`config.mk`:
```
export PLATFORM = sky130hd
export DESIGN_NAME = vpc_channel_control
export DESIGN_NICKNAME = d
export VERILOG_FILES = /design/src/vpc_channel_control.v
export VERILOG_INCLUDE_DIRS = /design/src
export SDC_FILE = /design/constraint.sdc
export NUM_CORES = 1
export LEC_CHECK = 0
export ABC_AREA = 0
export CAP_MARGIN = 20
export CORE_MARGIN = 2
export CORE_UTILIZATION = 34
export DETAILED_ROUTE_END_ITERATION = 12
export DONT_BUFFER_PORTS = 1
export GPL_ROUTABILITY_DRIVEN = 0
export PLACE_DENSITY = 0.52
export SKIP_CTS_REPAIR_TIMING = 1
export SLEW_MARGIN = 20
export SYNTH_ARGS = -nofsm -noshare
export SYNTH_HDL_FRONTEND = slang
export SYNTH_SLANG_ARGS = --single-unit
```
`constraint.sdc`:
```
create_clock -name clk -period 36.6 [get_ports clk]
set_clock_uncertainty 0.2 [all_clocks]
set_input_delay 5.49 -clock clk [delete_from_list [all_inputs] [get_ports clk]]
set_output_delay 5.49 -clock clk [all_outputs]
set_load 0.1 [all_outputs]
```
`src/vpc_defs.vh`:
```
// constants for the video port channel control block
// assumes one AHB-Lite slave port, 32-bit words, byte addresses
`ifndef VPC_DEFS_VH
`define VPC_DEFS_VH
// register byte offsets
`define VPC_CTRL0_OFS 8'h04
`define VPC_CTRL3_OFS 8'h10
`define VPC_STAT_OFS 8'h2C
`define VPC_EMU_OFS 8'h34
`define VPC_REQ_OFS 8'h38
`define VPC_LCFG0_OFS 8'h40
`define VPC_LCFG3_OFS 8'h4C
// channel control fields
`define VPC_EN_BIT 0
`define VPC_FLDINT_BIT 1
`define VPC_RAW_BIT 3
`define VPC_HANC_BIT 4
`define VPC_VANC_BIT 5
`define VPC_INTV_LSB 8
`define VPC_INTV_MSB 15
// line config fields
`define VPC_L1_LSB 0
`define VPC_L1_MSB 10
`define VPC_L7_LSB 16
`define VPC_L7_MSB 26
// emulation control: ignore suspend
`define VPC_FREE_BIT 0
`define VPC_REQ_MSB 8
// reset values
`define VPC_CTRL_RST 32'h00000000
`define VPC_LCFG_RST 32'h00000000
`define VPC_EMU_RST 32'h00000000
`define VPC_REQ_RST 9'h000
`endif

```
`src/vpc_channel_control.v`:
```
// channel control for a four-channel video port
// assumes link pins are asynchronous, datapath signals share clk
// Function
// RULE_01: hardware reset only, registers to defaults
// RULE_02: host enables, sizes, then emulation setup
// RULE_03: four frame events and one error event
// RULE_04: capture error: overflow, length, code bit
// RULE_05: display error only on buffer overflow
// RULE_06: each event signalled once, never reissued
// RULE_07: frame event after last bus transfer
// RULE_08: YC event at first/bottom line end
// RULE_09: raw event at first valid line start
// RULE_10: first vsync is the frame boundary crossing
// RULE_11: raw capture starts at once on enable
// RULE_12: capture starts and signals at first vsync
// RULE_13: display fetches immediately after enable
// RULE_14: mid-frame enable stores from next frame
// RULE_15: raw line-interval events from channel zero
// RULE_16: suspend input stalls only at frame end
// RULE_17: capture finishes frame then stalls softly
// RULE_18: display repeats frame, withholds events
// RULE_19: suspended writes apply at first vsync after
// RULE_20: host disables ancillary, waits, clears enable
// RULE_21: clearing enable stops channel immediately
// RULE_22: other config latched at vsync falling edge
// RULE_23: events are one-cycle pulses
`timescale 1ns/10ps
`include "vpc_defs.vh"
module vpc_channel_control (
   input wire clk,
   input wire reset,
   input wire hsel,
   input wire [31:0] haddr,
   input wire [1:0] htrans,
   input wire hwrite,
   input wire [2:0] hsize,
   input wire [31:0] hwdata,
   input wire hready,
   output wire hreadyout,
   output wire hresp,
   output reg [31:0] hrdata,
   input wire [3:0] linkClk,
   input wire [3:0] vidVert,
   input wire [3:0] vidHor,
   input wire [3:0] vidBottom,
   input wire suspendIn,
   input wire [3:0] xferIdle,
   input wire [3:0] bufOverflow,
   input wire [1:0] lengthError,
   input wire [1:0] codeError,
   output wire frameEventChZero,
   output wire frameEventChOne,
   output wire frameEventChTwo,
   output wire frameEventChThree,
   output reg errorEvent,
   output wire [3:0] storeEnable,
   output wire [3:0] repeatFrame,
   output wire [8:0] dmaRequestSize
);
   reg [31:0] ctrlQ [0:3];
   reg [31:0] lcfgQ [0:3];
   reg [31:0] emuQ;
   reg [8:0] reqQ;
   reg wrQ;
   reg [7:0] wrAddrQ;
   reg suspS1;
   reg suspS2;
   reg errAnyD;
   wire [3:0] evt;
   wire [3:0] storeQv;
   wire [3:0] stallQv;
   wire [3:0] pendQv;
   wire [15:0] status;
   wire [2:0] cIdx;
   wire suspAct;
   wire errAny;
   integer i;

   // zero-wait slave, always OKAY
   assign hreadyout = 1'b1;
   assign hresp = 1'b0;
   assign cIdx = wrAddrQ[4:2] - 3'h1;
   assign suspAct = suspS2 & ~emuQ[`VPC_FREE_BIT];
   assign dmaRequestSize = reqQ;
   assign frameEventChZero = evt[0];
   assign frameEventChOne = evt[1];
   assign frameEventChTwo = evt[2];
   assign frameEventChThree = evt[3];

   // status word: per channel store, stall, pending, armed
   genvar s;
   generate
      for (s = 0; s < 4; s = s + 1) begin : gStat
         assign status[4*s+3:4*s] = {ctrlQ[s][`VPC_EN_BIT] & ~storeQv[s],
            pendQv[s], stallQv[s], storeQv[s]};
      end
   endgenerate

   // address phase captures writes; reads answer in data phase
   always @(posedge clk or posedge reset) begin
      if (reset) begin
         wrQ <= 1'b0;
         wrAddrQ <= 8'h00;
         hrdata <= 32'h00000000;
      end else if (hready) begin
         wrQ <= hsel & htrans[1] & hwrite;
         wrAddrQ <= haddr[7:0];
         hrdata <= 32'h00000000;
         if (hsel & htrans[1] & ~hwrite) begin
            if (haddr[7:0] >= `VPC_CTRL0_OFS && haddr[7:0] <= `VPC_CTRL3_OFS)
               hrdata <= ctrlQ[haddr[3:2] - 2'h1];
            else if (haddr[7:0] >= `VPC_LCFG0_OFS && haddr[7:0] <= `VPC_LCFG3_OFS)
               hrdata <= lcfgQ[haddr[3:2]];
            else if (haddr[7:0] == `VPC_STAT_OFS)
               hrdata <= {16'h0000, status};
            else if (haddr[7:0] == `VPC_EMU_OFS)
               hrdata <= emuQ;
            else if (haddr[7:0] == `VPC_REQ_OFS)
               hrdata <= {23'h000000, reqQ};
         end
      end
   end

   // register file; unmapped writes are dropped
   always @(posedge clk or posedge reset) begin
      if (reset) begin // [RULE_01]
         for (i = 0; i < 4; i = i + 1) begin
            ctrlQ[i] <= `VPC_CTRL_RST;
            lcfgQ[i] <= `VPC_LCFG_RST;
         end
         emuQ <= `VPC_EMU_RST;
         reqQ <= `VPC_REQ_RST;
      end else if (wrQ) begin
         // enable and line interval act at once; other control fields wait for vsync [RULE_21]
         if (wrAddrQ >= `VPC_CTRL0_OFS && wrAddrQ <= `VPC_CTRL3_OFS)
            ctrlQ[cIdx[1:0]] <= hwdata;
         else if (wrAddrQ >= `VPC_LCFG0_OFS && wrAddrQ <= `VPC_LCFG3_OFS)
            lcfgQ[wrAddrQ[3:2]] <= hwdata;
         else if (wrAddrQ == `VPC_EMU_OFS)
            emuQ <= hwdata;
         else if (wrAddrQ == `VPC_REQ_OFS)
            reqQ <= hwdata[`VPC_REQ_MSB:0];
      end
   end

   // suspend comes from the halted processor, resynchronised
   always @(posedge clk or posedge reset) begin
      if (reset) begin
         suspS1 <= 1'b0;
         suspS2 <= 1'b0;
      end else begin
         suspS1 <= suspendIn;
         suspS2 <= suspS1;
      end
   end

   // shared error event: capture has three causes, display one
   assign errAny = (|(lengthError & {ctrlQ[1][0], ctrlQ[0][0]})) // [RULE_04]
      | (|(codeError & {ctrlQ[1][0], ctrlQ[0][0]}))
      | (|(bufOverflow & {ctrlQ[3][0], ctrlQ[2][0], ctrlQ[1][0], ctrlQ[0][0]})); // [RULE_05]

   // one pulse per onset; a held cause is not re-signalled
   always @(posedge clk or posedge reset) begin
      if (reset) begin
         errAnyD <= 1'b0;
         errorEvent <= 1'b0;
      end else begin
         errAnyD <= errAny;
         errorEvent <= errAny & ~errAnyD; // [RULE_03] [RULE_06] [RULE_23]
      end
   end

   genvar g;
   generate
      for (g = 0; g < 4; g = g + 1) begin : gCh
         localparam IS_CAP = (g < 2);
         reg [3:0] syncS1;
         reg [3:0] syncS2;
         reg clkD;
         reg vertL;
         reg horL;
         reg botL;
         reg [31:0] wrkCtrlQ;
         reg [31:0] wrkLcfgQ;
         reg enD;
         reg storeQ;
         reg stallQ;
         reg pendQ;
         reg evtQ;
         reg rawSeenQ;
         reg [10:0] lineQ;
         reg [7:0] intvQ;
         wire en;
         wire linkEdge;
         wire vertFall;
         wire horFall;
         wire horRise;
         wire raw;
         wire [7:0] intv;
         wire [10:0] lineN;
         wire ycHit;
         wire rawHit;
         wire lineHit;
         wire cond;

         assign en = ctrlQ[g][`VPC_EN_BIT];
         assign raw = IS_CAP & wrkCtrlQ[`VPC_RAW_BIT];
         // line interval always taken from channel zero
         assign intv = ctrlQ[0][`VPC_INTV_MSB:`VPC_INTV_LSB];
         assign lineN = lineQ + 11'h001;
         // pins sampled only on a rising edge of the link clock
         assign linkEdge = syncS2[3] & ~clkD;
         assign vertFall = linkEdge & vertL & ~syncS2[2];
         assign horFall = linkEdge & horL & ~syncS2[1];
         assign horRise = linkEdge & ~horL & syncS2[1];
         // YC: end of line on first line, or bottom line by field
         assign ycHit = ~raw & horFall & ((lineN == wrkLcfgQ[`VPC_L1_MSB:`VPC_L1_LSB])
            | (wrkCtrlQ[`VPC_FLDINT_BIT] & botL
            & (lineN == wrkLcfgQ[`VPC_L7_MSB:`VPC_L7_LSB]))); // [RULE_08]
         // raw: first line start inside vertical valid area
         assign rawHit = raw & horRise & vertL & ~rawSeenQ; // [RULE_09]
         assign lineHit = raw & horRise & vertL & (intv != 8'h00)
            & (intvQ == intv - 8'h01); // [RULE_15]
         // a stalled channel raises no frame event [RULE_18]
         assign cond = ~stallQ & (storeQ | ~IS_CAP) & (ycHit | rawHit | lineHit);
         assign evt[g] = evtQ;
         assign storeQv[g] = storeQ;
         assign stallQv[g] = stallQ;
         assign pendQv[g] = pendQ;
         assign storeEnable[g] = storeQ & ~(IS_CAP & stallQ);
         assign repeatFrame[g] = ~IS_CAP & stallQ;

         // two flops per pin before any logic looks at it
         always @(posedge clk or posedge reset) begin
            if (reset) begin
               syncS1 <= 4'h0;
               syncS2 <= 4'h0;
               clkD <= 1'b0;
               // idle vertical level is high, so no false fall after reset
               vertL <= 1'b1;
               horL <= 1'b0;
               botL <= 1'b0;
            end else begin
               syncS1 <= {linkClk[g], vidVert[g], vidHor[g], vidBottom[g]};
               syncS2 <= syncS1;
               clkD <= syncS2[3];
               if (linkEdge) begin
                  vertL <= syncS2[2];
                  horL <= syncS2[1];
                  botL <= syncS2[0];
               end
            end
         end

         // channel sequencing
         always @(posedge clk or posedge reset) begin
            if (reset) begin
               wrkCtrlQ <= `VPC_CTRL_RST;
               wrkLcfgQ <= `VPC_LCFG_RST;
               enD <= 1'b0;
               storeQ <= 1'b0;
               stallQ <= 1'b0;
               pendQ <= 1'b0;
               evtQ <= 1'b0;
               rawSeenQ <= 1'b0;
               lineQ <= 11'h000;
               intvQ <= 8'h00;
            end else begin
               enD <= en;
               evtQ <= 1'b0;
               if (!en) begin
                  // no drain: stop on the spot [RULE_21]
                  storeQ <= 1'b0;
                  stallQ <= 1'b0;
                  pendQ <= 1'b0;
                  rawSeenQ <= 1'b0;
               end else begin
                  if (!enD) begin
                     // display fetches now, raw capture too [RULE_13] [RULE_11]
                     storeQ <= ~IS_CAP | ctrlQ[g][`VPC_RAW_BIT];
                     wrkCtrlQ <= ctrlQ[g];
                     wrkLcfgQ <= lcfgQ[g];
                  end
                  if (horFall)
                     lineQ <= lineN;
                  if (horRise & vertL)
                     intvQ <= (intvQ == intv - 8'h01) ? 8'h00 : intvQ + 8'h01;
                  if (rawHit)
                     rawSeenQ <= 1'b1;
                  if (vertFall) begin
                     // the vsync crossing restarts line count [RULE_10]
                     lineQ <= 11'h000;
                     intvQ <= 8'h00;
                     rawSeenQ <= 1'b0;
                     if (suspAct & !stallQ & enD) begin
                        // frame finished, now hold [RULE_16] [RULE_17]
                        stallQ <= 1'b1;
                     end else if (!suspAct) begin
                        // config latch; also resumes a stall [RULE_22] [RULE_19]
                        stallQ <= 1'b0;
                        wrkCtrlQ <= ctrlQ[g];
                        wrkLcfgQ <= lcfgQ[g];
                        if (IS_CAP & !storeQ & enD) begin
                           // first vsync: start and signal [RULE_12] [RULE_14]
                           storeQ <= 1'b1;
                           pendQ <= 1'b1;
                        end
                     end
                  end
                  // event waits for bus drain; new cond beats clear [RULE_07]
                  if (cond)
                     pendQ <= 1'b1;
                  else if (pendQ & xferIdle[g] & !(vertFall & IS_CAP & !storeQ))
                     pendQ <= 1'b0;
                  if (pendQ & xferIdle[g] & !stallQ)
                     evtQ <= 1'b1; // [RULE_03] [RULE_06] [RULE_23]
               end
            end
         end
      end
   endgenerate
endmodule

```
==> metrics.txt <==
outcome=finished clean; top_reg_cell synth=dfrtp_1; min Tclk post-route=between 7 and 8 ns; RSZ-0062 raised after global routing=false; number of nets with antenna violations after detailed routing=0; post-synthesis instance total=2026; area overhead of the layout relative to synthesis=12.7%; count of final max-slew check failures=0; slew of the pin with the lowest slew margin=a little over 1 ns; Avg WL per Cell=about 24 µm; antenna violations before repair=8; largest net degree at the start of global routing=171; final-report setup violation count=0; final-stage net count=2104; Final Routed Wirelength=between 70 and 80 mm; leak pwr=between 10 and 15 nW; sequential standard cell area=approximately 14000 µm²; area of the core=between 70000 and 80000 µm²; number of cell rows=101; Achievable Freq=approximately 140 MHz; kind of start point of the critical path=input pin; multi-input logic area=roughly 12000 µm²; fillers=about 7200; arrival time reported for the critical path endpoint=just under 8 ns; Max FO, Critical Path=around 160; Total Routing Usage GR=between 10% and 20%; TritonCTS clock tree=built; Setup CP Type=in -> async; async set or reset register ratio after synthesis=100%; post-CTS clock slew at the launch and capture registers of the worst setup and hold paths=about 0.060 ns; commonest non-fill, non-tap cell in the layout=dfrtp_1; H-tree depth reported by CTS=3; initial drt markers=around 1100; number of enable-type register cells in the synthesized netlist=0; fraction of layout instances using a drive strength above 1=31.0%; via count of the first global-routing pass=roughly 17000; commonest cells after routing, fill and taps aside=dfrtp_1 (562), mux2_2 (406), o21ai_0 (96); total of buffers placed on input and output ports=0; setup_tns=0 ns; number of standard cells in the final layout excluding fillers=3069; area of the die=between 70000 and 80000 µm²; number of primary I/O pins=159; via count=between 15000 and 20000; total of warnings raised by yosys=0; Max transition margin=between 30% and 40%; final hold vios=0; chip height=between 200 and 300 µm; 1st-pass router iterations=5; Hold Path Class=reg -> reg; share of the cycle needed by the critical path after routing=slightly above 20%; Clock Path Buffers=3; root buffer cell=clkbuf_16; starting density of the core=about a third; number of unique standard cell types used by synthesis=84; number of max-cap violations=0; wire length of the first global-routing pass=between 100 and 150 mm; Setup crit end kind=asynchronous set/reset pin; mean number of vias per cell=~5.5; Synth Register Bits=roughly 570; # placed instances=approximately 2900; areal power density over the cells=about 60 nW/µm²; final routed DRC violation total=0; clock latency of the later-clocked register in the worst-skew pair=0.63 ns; total global routing overflow=0; Die X-Extent=approximately 280 µm; number of clock buffers inserted by TritonCTS=67; Fin Hold WS=0.136 ns; required time worst endpoint=approximately 37 ns; total power=about 1.8 mW; maximum vdd ir drop=about 0.000034 V; clock sink count=566; cell area after synthesis=between 20000 and 30000 µm²; Avg Synthesized Cell Area=13.0 µm²; post-detailed-placement half-perimeter wirelength=a little over 50 mm; fraction of the yosys area taken by sequential cells=about 54%
==> worst paths after layout <==
path,slack [ns],endpoint,start,cells after the start
setup / recovery,29.19,lcfgQ[10],reset,3
hold / removal,0.14,gCh[3].syncS2[2],gCh[3].syncS1[2],0
setup reg to reg,33.55,lcfgQ[69],wrAddrQ[7],5
hold reg to reg,0.14,gCh[3].syncS2[2],gCh[3].syncS1[2],0
max in group clk,29.21,storeEnable[0],gCh[0].storeQ,2
min in group asynchronous,4.71,gCh[1].syncS1[0],reset,1
==> layout make-up <==
class                   instances  share of cell area, %
diodes                          1                0.00844
clock buffers                  93                   6.39
clock inverters                25                   1.44
inverters                      25                  0.342
multi-input cells            1300                   38.8
flip-flops and latches        566                   47.8
well taps                    1030                   4.35
repair buffers                 29                  0.874
==> through the flow <==
stage | setup slack (ns) | utilization [%] | area (µm²)
2_1_floorplan | 15.09 | - | 26300
3_3_place_gp | 28.47 | 35.8 | 27300
3_5_place_dp | 28.43 | 35.8 | 27300
4_1_cts | 29.09 | 38.9 | 29600
5_1_grt | 28.79 | 38.9 | 29600
6_report | 29.19 | 38.9 | 29600
==> per-layer routing <==
layer | up-vias | global-route usage [%] | routed length [µm]
li1 | 7355 | - | -
met1 | 8859 | 26.1 | 33300
met2 | 435 | 30.4 | 34700
met3 | 114 | 4.15 | 4490
met4 | 6 | 5.06 | 1760
met5 | - | 0 | 41
==> synth_stat cells (19+ instances only) <==
cell / count / share of area (%)
buf_1: 30 / 0.43
nor3_1: 22 / 0.42
mux4_2: 63 / 5.4
nor2_1: 75 / 1.1
o21ai_0: 98 / 1.9
clkbuf_1: 71 / 1.0
nand2_1: 86 / 1.2
xor2_1: 54 / 1.8
o2bb2ai_1: 23 / 0.77
dfrtp_1: 562 / 53
inv_1: 25 / 0.36
and3_1: 19 / 0.45
nand4_1: 26 / 0.62
mux2_2: 406 / 17
buf_2: 24 / 0.46
a21oi_1: 47 / 0.89
xnor2_1: 85 / 2.8
nand3_1: 41 / 0.78
==> cells by family (layout without fill, tap and decap cells) <==
group	count (synthesis)	count (layout)	synth area share, %
DFF	566	566	53.9
adders and majority gates	12	12	0.571
and+or+nand+nor	382	382	7.90
muxes	475	475	23.1
xor gates and xnor gates	140	140	4.72
buffers and inverters	162	172	2.59
other	2	5	0.0286
AOI/OAI and AO/OA	287	287	7.23
==> sequential cells by signal, indices dropped and copies added, names as in the netlist, 2 cells and up <==
| signal | flops |
|---|---|
| gCh.botL | 4 |
| hrdata | 32 |
| gCh.syncS2 | 16 |
| lcfgQ | 128 |
| ctrlQ | 128 |
| gCh.rawSeenQ | 2 |
| gCh.storeQ | 4 |
| gCh.syncS1 | 16 |
| gCh.enD | 4 |
| dmaRequestSize | 9 |
| emuQ | 32 |
| gCh.horL | 4 |
| gCh.lineQ | 44 |
| gCh.stallQ | 4 |
| wrAddrQ | 8 |
| gCh.pendQ | 4 |
| gCh.intvQ | 16 |
| gCh.wrkLcfgQ | 88 |
| gCh.wrkCtrlQ | 6 |
| gCh.clkD | 4 |
| gCh.vertL | 4 |
==> critical path, cell delays in order <==
cell	delay, ns
inv_8	0.50
buf_12	0.65
buf_4	0.84
==> power breakdown <==
| group | internal, mW | switching, mW |
|---|---|---|
| Combinational | 0.138 | 0.113 |
| Clock | 0.417 | 0.283 |
| Sequential | 0.715 | 0.106 |
Note: power is estimated with default switching activity, not from simulation.
